==> src/rtl/i2c_flags_defs.svh <==
// Purpose: Offsets, bit positions, reset values and codes of the flag block.
// Assumes: Included by its bare name from the design files.
// Notes:   Definitions only.
`ifndef I2C_FLAGS_DEFS_SVH
`define I2C_FLAGS_DEFS_SVH

// ----------------------------------------------------------------------
// Register byte offsets
// ----------------------------------------------------------------------
`define CTRL_OFS        8'h00
`define SADDR_OFS       8'h04
`define STATUS_OFS      8'h08
`define IRQ_STAT_OFS    8'h0c
`define IRQ_CLR_OFS     8'h10
`define IRQ_EN_OFS      8'h14

// ----------------------------------------------------------------------
// Field positions
// ----------------------------------------------------------------------
`define CTRL_ENABLE_BIT 7
`define CTRL_EXIT_BIT   6
`define CTRL_WREL_BIT   5
`define ST_ARB_BIT      6
`define ST_EXT_BIT      5
`define ST_MATCH_BIT    4
`define ST_DIR_BIT      3
`define EV_START_BIT    0
`define EV_STOP_BIT     1
`define EV_EXT_BIT      2
`define EV_MATCH_BIT    3
`define EV_BYTE_BIT     4

// ----------------------------------------------------------------------
// Reset values and codes
// ----------------------------------------------------------------------
`define STATUS_RESET    8'h00
`define SADDR_RESET     7'h00
`define IRQ_RESET       5'h00
`define DATA_RESET      32'h0000_0000
`define EXT_CODE_LOW    4'h0
`define EXT_CODE_HIGH   4'hf
`define ADDR_LAST_CNT   4'h7
`define ACK_CLK_CNT     4'h9
`define RESP_OKAY       2'b00
`define RESP_SLVERR     2'b10

`endif

==> src/rtl/i2c_flags_pkg.sv <==
// Purpose: Types shared by the flag block.
// Assumes: Nothing beyond the defines header.
// Notes:   Holds types only.
package i2c_flags_pkg;

	typedef enum logic [1:0] {
		phase_idle,
		phase_first_byte,
		phase_data
	} bus_phase_t;

	typedef logic [7:0] byte_reg_t;

endpackage : i2c_flags_pkg

==> src/rtl/pin_edge_sync.sv <==
// Purpose: Two-stage synchroniser for a pin with edge detection.
// Assumes: The pin is asynchronous to sys_clk_i.
// Notes:   The first stage feeds only the second stage.
`timescale 1ns/100ps
`default_nettype none

module pin_edge_sync (
	input  wire logic sys_clk_i, // System clock.
	input  wire logic rst_i,     // Synchronous reset, active high.
	input  wire logic pin_i,     // Asynchronous pin level.
	output var  logic level_o,   // Synchronised level.
	output var  logic rise_o,    // One-cycle pulse on a rising edge.
	output var  logic fall_o     // One-cycle pulse on a falling edge.
);

	logic meta;
	logic stable;
	logic delayed;

	always_ff @(posedge sys_clk_i)
	begin
		if (rst_i)
		begin
			meta    <= 1'b1;
			stable  <= 1'b1;
			delayed <= 1'b1;
		end
		else
		begin
			meta    <= pin_i;
			stable  <= meta;
			delayed <= stable;
		end
	end

	assign level_o = delayed;
	assign rise_o  = stable & ~delayed;
	assign fall_o  = ~stable & delayed;

endmodule : pin_edge_sync

`default_nettype wire

==> src/rtl/i2c_addr_dir_status_flags.sv <==
// Purpose: Extension-code, address-match and direction flags of an I2C
//          interface, with an AXI4-Lite register port and an interrupt.
// Assumes: SCL and SDA are asynchronous pins; master role, start
//          generation, serial output latch, wait and arbitration loss
//          come from neighbouring logic on sys_clk_i.
// Notes:   Extension, match and direction flag clears win over sets in the same cycle; interrupt status sets win over clears.
//
// How it works
// Extension flag sets at eighth clock rise on upper nibble 0000 or 1111.
// Extension flag clears on start, stop, exit request, enable fall, reset.
// Match flag sets at eighth clock rise when address equals local address.
// Match flag clears on start, stop, exit request, enable fall, reset.
// Receive direction keeps the data line driver floating.
// Transmit direction drives latch from ninth clock fall of first byte.
// Master sets direction on start generation or direction bit 0 output.
// Slave sets direction when direction bit 1 is received.
// Direction clears on stop, exit, disable, wait release, arb loss, reset.
// Master clears direction when it outputs direction bit 1.
// Slave clears direction on start or received direction bit 0.
// Wait release at ninth clock with direction set clears it, floats line.
// Status read clears arbitration loss flag; software reads it first.
// Exit request is control bit 6, interface enable is control bit 7.
// Status read-only, readable when busy or waiting, reset to zero.
// Bus events synchronised to system clock; clear beats set.
`timescale 1ns/100ps
`default_nettype none
`include "i2c_flags_defs.svh"

module i2c_addr_dir_status_flags
	import i2c_flags_pkg::*;
#(
	parameter int SADDR_W = 7
) (
	input  wire logic        sys_clk_i,     // System clock, 50 MHz.
	input  wire logic        rst_i,         // Synchronous reset, high.
	input  wire logic        scl_i,         // Serial clock pin level.
	input  wire logic        sda_i,         // Serial data pin level.
	output var  logic        sda_o,         // Data pin output value.
	output var  logic        sda_oe_n_o,    // Data pin drive, low drives.
	input  wire logic        master_i,      // Device acts as master.
	input  wire logic        start_gen_i,   // Pulse: start generated.
	input  wire logic        so_latch_i,    // Serial output latch bit.
	input  wire logic        wait_i,        // Bus is in wait period.
	input  wire logic        arb_lost_i,    // Arbitration-loss flag.
	output var  logic        arb_clear_o,   // Pulse: clear arb flag.
	output var  logic        irq_o,         // Level interrupt.
	input  wire logic [7:0]  awaddr_i,      // Write address.
	input  wire logic        awvalid_i,     // Write address valid.
	output var  logic        awready_o,     // Write address ready.
	input  wire logic [31:0] wdata_i,       // Write data.
	input  wire logic [3:0]  wstrb_i,       // Write strobes.
	input  wire logic        wvalid_i,      // Write data valid.
	output var  logic        wready_o,      // Write data ready.
	output var  logic [1:0]  bresp_o,       // Write response.
	output var  logic        bvalid_o,      // Write response valid.
	input  wire logic        bready_i,      // Write response ready.
	input  wire logic [7:0]  araddr_i,      // Read address.
	input  wire logic        arvalid_i,     // Read address valid.
	output var  logic        arready_o,     // Read address ready.
	output var  logic [31:0] rdata_o,       // Read data.
	output var  logic [1:0]  rresp_o,       // Read response.
	output var  logic        rvalid_o,      // Read data valid.
	input  wire logic        rready_i       // Read data ready.
);

	// ------------------------------------------------------------------
	// Pin synchronisers
	// ------------------------------------------------------------------
	logic scl_lvl;
	logic scl_rise;
	logic scl_fall;
	logic sda_lvl;
	logic sda_rise;
	logic sda_fall;

	pin_edge_sync u_scl_sync (
		.sys_clk_i (sys_clk_i),
		.rst_i     (rst_i),
		.pin_i     (scl_i),
		.level_o   (scl_lvl),
		.rise_o    (scl_rise),
		.fall_o    (scl_fall)
	);

	pin_edge_sync u_sda_sync (
		.sys_clk_i (sys_clk_i),
		.rst_i     (rst_i),
		.pin_i     (sda_i),
		.level_o   (sda_lvl),
		.rise_o    (sda_rise),
		.fall_o    (sda_fall)
	);

	// ------------------------------------------------------------------
	// State
	// ------------------------------------------------------------------
	bus_phase_t           phase;
	logic [3:0]           bit_cnt;
	byte_reg_t            rx_byte;
	logic                 enable;
	logic [SADDR_W-1:0]   local_slave_address;
	logic                 extension_code_flag;
	logic                 address_match_flag;
	logic                 direction_flag;
	logic                 drive_armed;
	logic                 arb_prev;
	logic [4:0]           irq_status;
	logic [4:0]           irq_enable;

	// ------------------------------------------------------------------
	// Register bus decode
	// ------------------------------------------------------------------
	wire wr_go     = awvalid_i & wvalid_i & ~awready_o & ~bvalid_o;
	wire rd_go     = arvalid_i & ~arready_o & ~rvalid_o;
	wire wr_low    = wr_go & wstrb_i[0];
	wire wa_ctrl   = awaddr_i == `CTRL_OFS;
	wire wa_saddr  = awaddr_i == `SADDR_OFS;
	wire wa_clr    = awaddr_i == `IRQ_CLR_OFS;
	wire wa_en     = awaddr_i == `IRQ_EN_OFS;
	wire wa_ro     = (awaddr_i == `STATUS_OFS) |
	                 (awaddr_i == `IRQ_STAT_OFS);
	wire wa_hit    = wa_ctrl | wa_saddr | wa_clr | wa_en | wa_ro;
	wire wr_ctrl   = wr_low & wa_ctrl;
	wire exit_comm_request = wr_ctrl & wdata_i[`CTRL_EXIT_BIT];
	wire wait_release      = wr_ctrl & wdata_i[`CTRL_WREL_BIT];
	wire next_enable = wr_ctrl ? wdata_i[`CTRL_ENABLE_BIT] : enable;
	wire enable_fall = enable & ~next_enable;
	wire [4:0] irq_clr_mask = (wr_low & wa_clr) ? wdata_i[4:0] : 5'h00;

	wire ra_ctrl   = araddr_i == `CTRL_OFS;
	wire ra_saddr  = araddr_i == `SADDR_OFS;
	wire ra_status = araddr_i == `STATUS_OFS;
	wire ra_istat  = araddr_i == `IRQ_STAT_OFS;
	wire ra_clr    = araddr_i == `IRQ_CLR_OFS;
	wire ra_en     = araddr_i == `IRQ_EN_OFS;
	wire ra_hit    = ra_ctrl | ra_saddr | ra_status | ra_istat |
	                 ra_clr | ra_en;

	// ------------------------------------------------------------------
	// Bus events
	// ------------------------------------------------------------------
	wire start_det = enable & sda_fall & scl_lvl;
	wire stop_det  = enable & sda_rise & scl_lvl;
	wire in_frame  = phase != phase_idle;
	wire first_b   = phase == phase_first_byte;
	wire addr_clk  = enable & first_b & scl_rise &
	                 (bit_cnt == `ADDR_LAST_CNT);
	wire ack_fall  = enable & in_frame & scl_fall &
	                 (bit_cnt == `ACK_CLK_CNT);
	wire [7:0] addr_byte = {rx_byte[6:0], sda_lvl};
	wire dir_bit   = addr_byte[0];
	wire arb_rise  = arb_lost_i & ~arb_prev;
	wire comm_end  = stop_det | exit_comm_request | enable_fall;

	wire ext_hit   = addr_clk &
	                 ((addr_byte[7:4] == `EXT_CODE_LOW) |
	                  (addr_byte[7:4] == `EXT_CODE_HIGH));
	wire match_hit = addr_clk &
	                 (addr_byte[7:1] == local_slave_address);

	wire ext_clr   = start_det | comm_end;
	wire match_clr = start_det | comm_end;

	wire next_ext   = ext_clr ? 1'b0 :
	                  ext_hit ? 1'b1 : extension_code_flag;
	wire next_match = match_clr ? 1'b0 :
	                  match_hit ? 1'b1 : address_match_flag;

	wire dir_set_m = master_i & (start_gen_i | (addr_clk & ~dir_bit));
	wire dir_set_s = ~master_i & addr_clk & dir_bit;
	wire dir_clr_m = master_i & addr_clk & dir_bit;
	wire dir_clr_s = ~master_i & (start_det | (addr_clk & ~dir_bit));
	wire dir_clr   = comm_end | wait_release | arb_rise |
	                 dir_clr_m | dir_clr_s;
	wire next_dir  = dir_clr ? 1'b0 :
	                 (dir_set_m | dir_set_s) ? 1'b1 : direction_flag;

	wire next_armed = (dir_clr | ~next_dir) ? 1'b0 :
	                  (ack_fall & first_b) ? 1'b1 : drive_armed;
	wire drive_low  = next_dir & next_armed & ~so_latch_i;

	wire [4:0] events;
	assign events[`EV_START_BIT] = start_det;
	assign events[`EV_STOP_BIT]  = stop_det;
	assign events[`EV_EXT_BIT]   = ext_hit;
	assign events[`EV_MATCH_BIT] = match_hit;
	assign events[`EV_BYTE_BIT]  = ack_fall;
	wire [4:0] next_irq_status = (irq_status & ~irq_clr_mask) | events;
	wire [4:0] next_irq_enable = (wr_low & wa_en) ? wdata_i[4:0] :
	                             irq_enable;

	// ------------------------------------------------------------------
	// Read data selection
	// ------------------------------------------------------------------
	wire status_ok = in_frame | wait_i;
	wire [7:0] status_byte = {1'b0, arb_lost_i, extension_code_flag,
	                          address_match_flag, direction_flag,
	                          3'b000};
	wire [31:0] rd_word =
		ra_ctrl   ? {24'h00_0000, enable, 7'h00} :
		ra_saddr  ? {{(32 - SADDR_W){1'b0}}, local_slave_address} :
		ra_status ? {24'h00_0000,
		             status_ok ? status_byte : `STATUS_RESET} :
		ra_istat  ? {27'h000_0000, irq_status} :
		ra_en     ? {27'h000_0000, irq_enable} :
		`DATA_RESET;

	// ------------------------------------------------------------------
	// Frame tracking
	// ------------------------------------------------------------------
	always_ff @(posedge sys_clk_i)
	begin
		if (rst_i)
		begin
			phase   <= phase_idle;
			bit_cnt <= 4'h0;
			rx_byte <= 8'h00;
		end
		else if (stop_det | ~enable | exit_comm_request)
		begin
			phase   <= phase_idle;
			bit_cnt <= 4'h0;
		end
		else if (start_det)
		begin
			phase   <= phase_first_byte;
			bit_cnt <= 4'h0;
		end
		else if (ack_fall)
		begin
			phase   <= phase_data;
			bit_cnt <= 4'h0;
		end
		else if (scl_rise & in_frame & (bit_cnt < `ACK_CLK_CNT))
		begin
			bit_cnt <= bit_cnt + 4'h1;
			rx_byte <= addr_byte;
		end
		else
		begin
			case (phase)
				phase_idle:       bit_cnt <= 4'h0;
				phase_first_byte: bit_cnt <= bit_cnt;
				phase_data:       bit_cnt <= bit_cnt;
				default:          phase   <= phase_idle;
			endcase
		end
	end

	// ------------------------------------------------------------------
	// Flags and pin drive
	// ------------------------------------------------------------------
	always_ff @(posedge sys_clk_i)
	begin
		if (rst_i)
		begin
			extension_code_flag <= 1'b0;
			address_match_flag  <= 1'b0;
			direction_flag      <= 1'b0;
			drive_armed         <= 1'b0;
			arb_prev            <= 1'b0;
			sda_o               <= 1'b0;
			sda_oe_n_o          <= 1'b1;
		end
		else
		begin
			extension_code_flag <= next_ext;
			address_match_flag  <= next_match;
			direction_flag      <= next_dir;
			drive_armed         <= next_armed;
			arb_prev            <= arb_lost_i;
			sda_o               <= 1'b0;
			sda_oe_n_o          <= ~drive_low;
		end
	end

	// ------------------------------------------------------------------
	// Registers and interrupt
	// ------------------------------------------------------------------
	always_ff @(posedge sys_clk_i)
	begin
		if (rst_i)
		begin
			enable              <= 1'b0;
			local_slave_address <= `SADDR_RESET;
			irq_status          <= `IRQ_RESET;
			irq_enable          <= `IRQ_RESET;
			irq_o               <= 1'b0;
		end
		else
		begin
			enable     <= next_enable;
			irq_status <= next_irq_status;
			irq_enable <= next_irq_enable;
			irq_o      <= |(next_irq_status & next_irq_enable);
			if (wr_low & wa_saddr)
				local_slave_address <= wdata_i[SADDR_W-1:0];
		end
	end

	// ------------------------------------------------------------------
	// AXI4-Lite handshakes
	// ------------------------------------------------------------------
	always_ff @(posedge sys_clk_i)
	begin
		if (rst_i)
		begin
			awready_o   <= 1'b0;
			wready_o    <= 1'b0;
			bvalid_o    <= 1'b0;
			bresp_o     <= `RESP_OKAY;
			arready_o   <= 1'b0;
			rvalid_o    <= 1'b0;
			rresp_o     <= `RESP_OKAY;
			rdata_o     <= `DATA_RESET;
			arb_clear_o <= 1'b0;
		end
		else
		begin
			awready_o   <= wr_go;
			wready_o    <= wr_go;
			arready_o   <= rd_go;
			arb_clear_o <= rd_go & ra_status & status_ok;
			if (wr_go)
			begin
				bvalid_o <= 1'b1;
				bresp_o  <= wa_hit ? `RESP_OKAY : `RESP_SLVERR;
			end
			else if (bready_i)
				bvalid_o <= 1'b0;
			if (rd_go)
			begin
				rvalid_o <= 1'b1;
				rdata_o  <= rd_word;
				rresp_o  <= ra_hit ? `RESP_OKAY : `RESP_SLVERR;
			end
			else if (rready_i)
				rvalid_o <= 1'b0;
		end
	end

endmodule : i2c_addr_dir_status_flags

`default_nettype wire

==> config.mk <==
export PLATFORM = sky130hd
export DESIGN_NAME = i2c_addr_dir_status_flags
export DESIGN_NICKNAME = d
export VERILOG_FILES = /design/src/rtl/i2c_flags_pkg.sv /design/src/rtl/pin_edge_sync.sv /design/src/rtl/i2c_addr_dir_status_flags.sv
export VERILOG_INCLUDE_DIRS = /design/src /design/src/rtl
export SDC_FILE = /design/constraint.sdc
export NUM_CORES = 1
export LEC_CHECK = 0
export BUFFER_PORTS_ARGS = -buffer_cell sky130_fd_sc_hd__buf_2
export CAP_MARGIN = 25
export CORE_UTILIZATION = 44
export CTS_CLUSTER_DIAMETER = 150
export CTS_CLUSTER_SIZE = 8
export DETAILED_ROUTE_END_ITERATION = 10
export GPL_ROUTABILITY_DRIVEN = 0
export PLACE_DENSITY_LB_ADDON = 0.08
export SLEW_MARGIN = 20
export SYNTH_ARGS = -nofsm -noshare
export SYNTH_HDL_FRONTEND = slang
export SYNTH_HIERARCHICAL = 1
export SYNTH_SLANG_ARGS = --single-unit
==> constraint.sdc <==
create_clock -name sys_clk_i -period 1.9 [get_ports sys_clk_i]
set_input_delay 0.285 -clock sys_clk_i [delete_from_list [all_inputs] [get_ports sys_clk_i]]
set_output_delay 0.285 -clock sys_clk_i [all_outputs]
set_load 0.03 [all_outputs]
==> Word-level counts from Yosys, hierarchy flattened <==
Index checks and enable logic that the tools add are counted.
{ "op_classes": {"n_mux": 25, "bitwise_logic": 91, "n_reduce_logical": 17, "n_eq_ne": 20, "magnitude_cmp": 1, "addsub": 1} }
{ "ops": {"columns": ["cell", "count"], "rows": [
  ["$and 1x1->1", 44],
  ["$eq 8x4->1 const B", 4],
  ["$eq 8x5->1 const B", 4],
  ["$or 1x1->1", 25],
  ["$mux 7", 3],
  ["$mux 5", 4],
  ["$not 1->1", 18],
  ["$eq 8x3->1 const B", 2],
  ["$logic_not 8->1", 2],
  ["$and 5x5->5", 2],
  ["$mux 1", 10],
  ["$mux 2", 5],
  ["$eq 4x4->1 const B", 2],
  ["$mux 4", 2],
  ["$mux 8", 1],
  ["$reduce_bool 2->1", 4],
  ["$eq 7x7->1", 1],
  ["$reduce_or 3->1", 2],
  ["$not 5->5", 1],
  ["$or 5x5->5", 1],
  ["$reduce_or 5->1", 1],
  ["$add 4x1->4 const B", 1],
  ["$eq 4x3->1 const B", 1],
  ["$logic_not 4->1", 1],
  ["12 further kinds", 14]
]} }
{ "totals": {"in_bits": 66, "regBits": 85} }

==> Depth between registers and ports, before layout <==
{ "depth": {"depth_word": 20, "depth_mapped": 9} }

==> Hierarchy <==
Netlist, hierarchy kept.
{ "modules_own_cells": {"columns": ["module", "cells_each", "n_inst", "seq_area_each_um2", "area_per_inst_um2"], "rows": [
  ["i2c_addr_dir_status_flags", 340, 1, 1061.0, 2851.5],
  ["pin_edge_sync", 8, 2, 60.1, 92.6]
]} }

==> Least setup slack after synthesis <==
Ideal clock, no wire load.
{ "synth_path": {"path_kind": "flip-flop to flip-flop", "startpoint": "reg bit_cnt[0]", "endpoint": "reg irq_o", "arrival_time_ns": 1.989, "required_ns": 1.841, "setup_time_ns": 0.059, "setup_slack_ns": -0.149, "stages_incl_launch_ff": 8, "path_buffers": 0, "path_cell_list": "dfxtp_1 ha_1 or3b_2 or2_2 nor3_1 a21boi_0 o21ai_0 a221o_1"} }
{ "synth_via": {"elab_chain_cells": 6, "word_cells_on_any_way": 9} }
{ "synth_lines": {"columns": ["element", "line", "source"], "rows": [
  ["start, declared", "i2c_addr_dir_status_flags.sv:98", "logic [3:0] bit_cnt;"],
  ["start signal, assigned", "i2c_addr_dir_status_flags.sv:236", "bit_cnt <= bit_cnt + 4'h1;"],
  ["start signal, assigned", "i2c_addr_dir_status_flags.sv:243", "phase_first_byte: bit_cnt <= bit_cnt;"],
  ["start signal, assigned", "i2c_addr_dir_status_flags.sv:244", "phase_data: bit_cnt <= bit_cnt;"],
  ["$eq 4x3->1 (no line)", null, null],
  ["$and 1x1->1", "i2c_addr_dir_status_flags.sv:146", "wire addr_clk = enable & first_b & scl_rise &"],
  ["$and 1x1->1 (on tied branches)", "i2c_addr_dir_status_flags.sv:155, i2c_addr_dir_status_flags.sv:158", null],
  ["$or 5x5->5 *", "i2c_addr_dir_status_flags.sv:188", "wire [4:0] next_irq_status = (irq_status & ~irq_clr_mask) | events;"],
  ["$and 5x5->5 *", "i2c_addr_dir_status_flags.sv:295", "irq_o <= |(next_irq_status & next_irq_enable);"],
  ["$reduce_or 5->1 *", "i2c_addr_dir_status_flags.sv:295", null],
  ["end signal, assigned", "i2c_addr_dir_status_flags.sv:295", null],
  ["end, declared", "i2c_addr_dir_status_flags.sv:46", "output var logic irq_o,"]
]} }
Mark *: on every way between the ends. The rest lies on a longest branch, timed or not.
A chain may end at the register's enable or synchronous reset.

==> Final worst setup path <==
{ "layout_path": {"startpoint": "reg bit_cnt[0]", "endpoint": "reg rx_byte[4]"} }
{ "layout_via": {"elab_chain_cells": 4, "word_cells_on_any_way": 6} }
{ "layout_lines": {"columns": ["element", "line", "source"], "rows": [
  ["branches (longest 3 deep; another with $lt 4x4->1)", null, null],
  ["$reduce_and 4->1 (no line) *", null, null],
  ["end signal, assigned", "i2c_addr_dir_status_flags.sv:237", "rx_byte <= addr_byte;"],
  ["end, declared", "i2c_addr_dir_status_flags.sv:99", "byte_reg_t rx_byte;"]
]} }
Mark *: on every way between the ends.

==> metrics.txt <==
worst skew pair latency 0.34 ns; Fin Clk Skew 0.0137 ns; # clock sinks 59; setup TNS -0.712 ns; worst vdd ir 499 uV; Final WS setup -0.130 ns; Pre-Repair DR Iteration Count 4; cell count after synthesis 356; Buf/Inv on CP 1; final hold violations 0; synth warn 6; CP endpoint rx_byte[4]$_SDFFE_PP0P_; WP data arrival 2.25 ns; Hold Crit Class in -> reg; Layout Nets 531; GRT overflow 0; Routed wire per std cell 13.8 microns; vias in the first global route 2557; Worst EP required 2.12 ns; Vias per Instance 5.13; syn avg cell area 8.53 sq um; Final setup viols 8; initial core utilization 46.8%; initial antenna violation count 0; CP max FO 7; I/O pins 111; Via Count 2793; R2R setup slack -0.13 ns; layout cells sized above 1 34.7%; Die Area 0.00724 sq mm; crit-path cells buf_6, ha_4, nand2_4, nor3_4, or4_4, a211o_4, mux2i_1, nor2_1; failing checks setup timing; leak pwr 1.76 nW; Worst path depth 8; post-route cell area 0.00406 sq mm; ys flop type dfxtp_1; crit path launch bit_cnt[0]$_SDFFE_PP0P_; pin count of the biggest net entering global routing 38; CP max stage delay 0.53 ns; sequential area share after synthesis 38.9%; period utilization 107%; final core occ 62.5%; R2R depth 8; DRT iter0 DRCs 98; top achievable clock speed 493 MHz; Post-DP HPWL 5.58 mm; Power Density 700 mW/mm^2; die span in x 85.1 microns; worst r2r src bit_cnt[0]$_SDFFE_PP0P_; reg-to-reg endpoint rx_byte[4]$_SDFFE_PP0P_; Tot Pwr 0.00284 W; Crit path max-delay family simple AND/OR/NAND/NOR gates; CP endpoint kind flop; Rows 29; # diodes 0; Root Driver clkbuf_8; Detail Route Antenna Nets 0; H-tree Lvls 3; kind of critical path reg -> reg; Worst path slowest cell or4_4; chip height 85.1 microns; Post-Syn Area 0.00304 sq mm; Buffers on Ports 56; total detailed-routing wirelength 7.53 mm; global-route wire length before repair 12.0 mm; TritonCTS clock tree built; Tot GR Track Use 21.3%; Worst Setup Start Kind flop; CTS Buf Count 9; number of register bits inferred by synthesis 59; Clock Pin Slew Worst Setup and Hold Paths 0.08 ns; final-report max-slew violation count 0; ys async rst share 0%; EDFF count, synth 0; Tmin final 2.03 ns; outcome finished, violations left; Longest Clk Path Bufs 2; max cap viols 0; Placed Area 0.00364 sq mm; unrepaired setup endpoints after global routing true; post-synth cell types 52; Remaining DRCs 0; area grow syn2layout 33.7%; core area 0.00649 sq mm
[final cells by class]
cell class                      count  area [sq um]
Multi-Input combinational cell    271          1820
Clock buffer                        9           124
Inverter                           11          43.8
Clock inverter                      7           100
Tap cell                           77          96.3
Timing Repair Buffer              110           693
Sequential cell                    59          1190
Fill cell                         594          2430
[kinds of logic (layout without fill, tap and decap cells)]
group	count (synthesis)	after routing	synth area share [%]
and+or+nand+nor	145	145	25.5
AOI/OAI and AO/OA	62	62	13.2
DFF	59	59	38.9
buffers and inverters	52	137	10.1
muxes	24	24	7.95
xor gates and xnor gates	10	10	2.88
adders and majority gates	3	3	1.24
other	1	27	0.123
[how the worst min path moves through the flow]
stage | end | slack (ns) | depth (start not counted) | from
floorplan | u_scl_sync/level_o$_SDFF_PP1_ | 0.38 | 1 | rst_i
global placement | u_sda_sync/stable$_SDFF_PP1_ | 0.39 | 1 | u_sda_sync/meta$_SDFF_PP1_
detailed placement | u_scl_sync/stable$_SDFF_PP1_ | 0.39 | 1 | u_scl_sync/meta$_SDFF_PP1_
CTS | u_scl_sync/meta$_SDFF_PP1_ | 0.11 | 2 | scl_i
global route | u_scl_sync/meta$_SDFF_PP1_ | 0.11 | 2 | scl_i
finish | u_scl_sync/meta$_SDFF_PP1_ | 0.12 | 2 | scl_i
[timing repair]
action | 4_1_cts | 5_1_grt
setup buffers | 2 | 3
setup endpoints to repair | 13 | 22
pin swaps | 1 | 15
hold buffers | 0 | 0
resized for setup | 12 | 25
[cell usage after synthesis (2+ instances only)]
master	count	area (sq um)
ha_1	3	37.5
or2_1	6	37.5
buf_4	29	218
buf_1	3	11.3
and2b_1	2	15.0
o32a_1	3	30.0
nor2b_1	6	37.5
nand2_1	26	97.6
a2bb2oi_1	3	26.3
nor4_1	4	25.0
mux2i_1	23	230
a32oi_1	4	35.0
a31oi_1	2	12.5
a21boi_0	2	15.0
clkbuf_1	6	22.5
and3_1	2	12.5
a2111oi_0	2	17.5
nor2_1	48	180
nor3_1	7	35.0
a21oi_1	22	110
a211oi_1	2	15.0
inv_1	11	41.3
nand3_1	4	20.0
nand2b_1	11	68.8
o211ai_1	3	22.5
or4_1	4	30.0
xnor2_1	9	78.8
o21a_1	3	22.5
nand4_1	5	31.3
buf_2	3	15.0
dfxtp_1	59	1180
or3b_2	2	17.5
or3_1	3	18.8
or2_2	2	12.5
nor4b_1	3	26.3
and2_1	3	18.8
o21ai_0	11	55.1
[power by group]
group	switching (W)	leakage (nW)	internal, W	total, W
registers	0.00000929	0.479	0.00125	0.00126
clock network	0.000537	0.114	0.000747	0.00128
logic	0.000197	1.17	0.0000994	0.000297
[cell usage in the layout (no fill, tap or decap), drive strengths merged, types with 8 or more instances in the layout]
master	instances
buf	110
dfxtp	59
nor2	48
conb	27
nand2	26
mux2i	23
a21oi	22
o21ai	12
inv	12
nand2b	11
xnor2	9
clkbuf	9
or2	8
[flip-flops by register name (all words and copies together), names as in the netlist, 2 cells and up]
register             flops
rdata_o                  8
local_slave_address      7
rx_byte                  7
irq_enable               5
irq_status               5
bit_cnt                  4
phase                    2
[metal layers]
metal  routed length [microns]  global-route usage (%)  vias up
li1                          -                       -     1405
met1                      3560                    28.0     1299
met2                      3520                    34.8       80
met3                       328                    3.79        9
met4                       114                    8.63        0
met5                         0                       0        -
[per-stage QoR]
step                hold slack, ns  setup slack [ns]  std cells
finish                       0.120            -0.130        544
global route                 0.105            -0.204        544
CTS                          0.111            -0.151        541
detailed placement           0.392            -0.264        523
global placement             0.386            -0.202        523
floorplan                    0.382           -0.0829        382
[worst register-to-register path, stage by stage (launching register included)]
cell and delay, ns:
dfxtp_2 0.33, buf_6 0.12, ha_4 0.16, nand2_4 0.08
nor3_4 0.04, or4_4 0.53, a211o_4 0.39, mux2i_1 0.19
nor2_1 0.07
No activity file was read; power rests on OpenSTA's default activity.
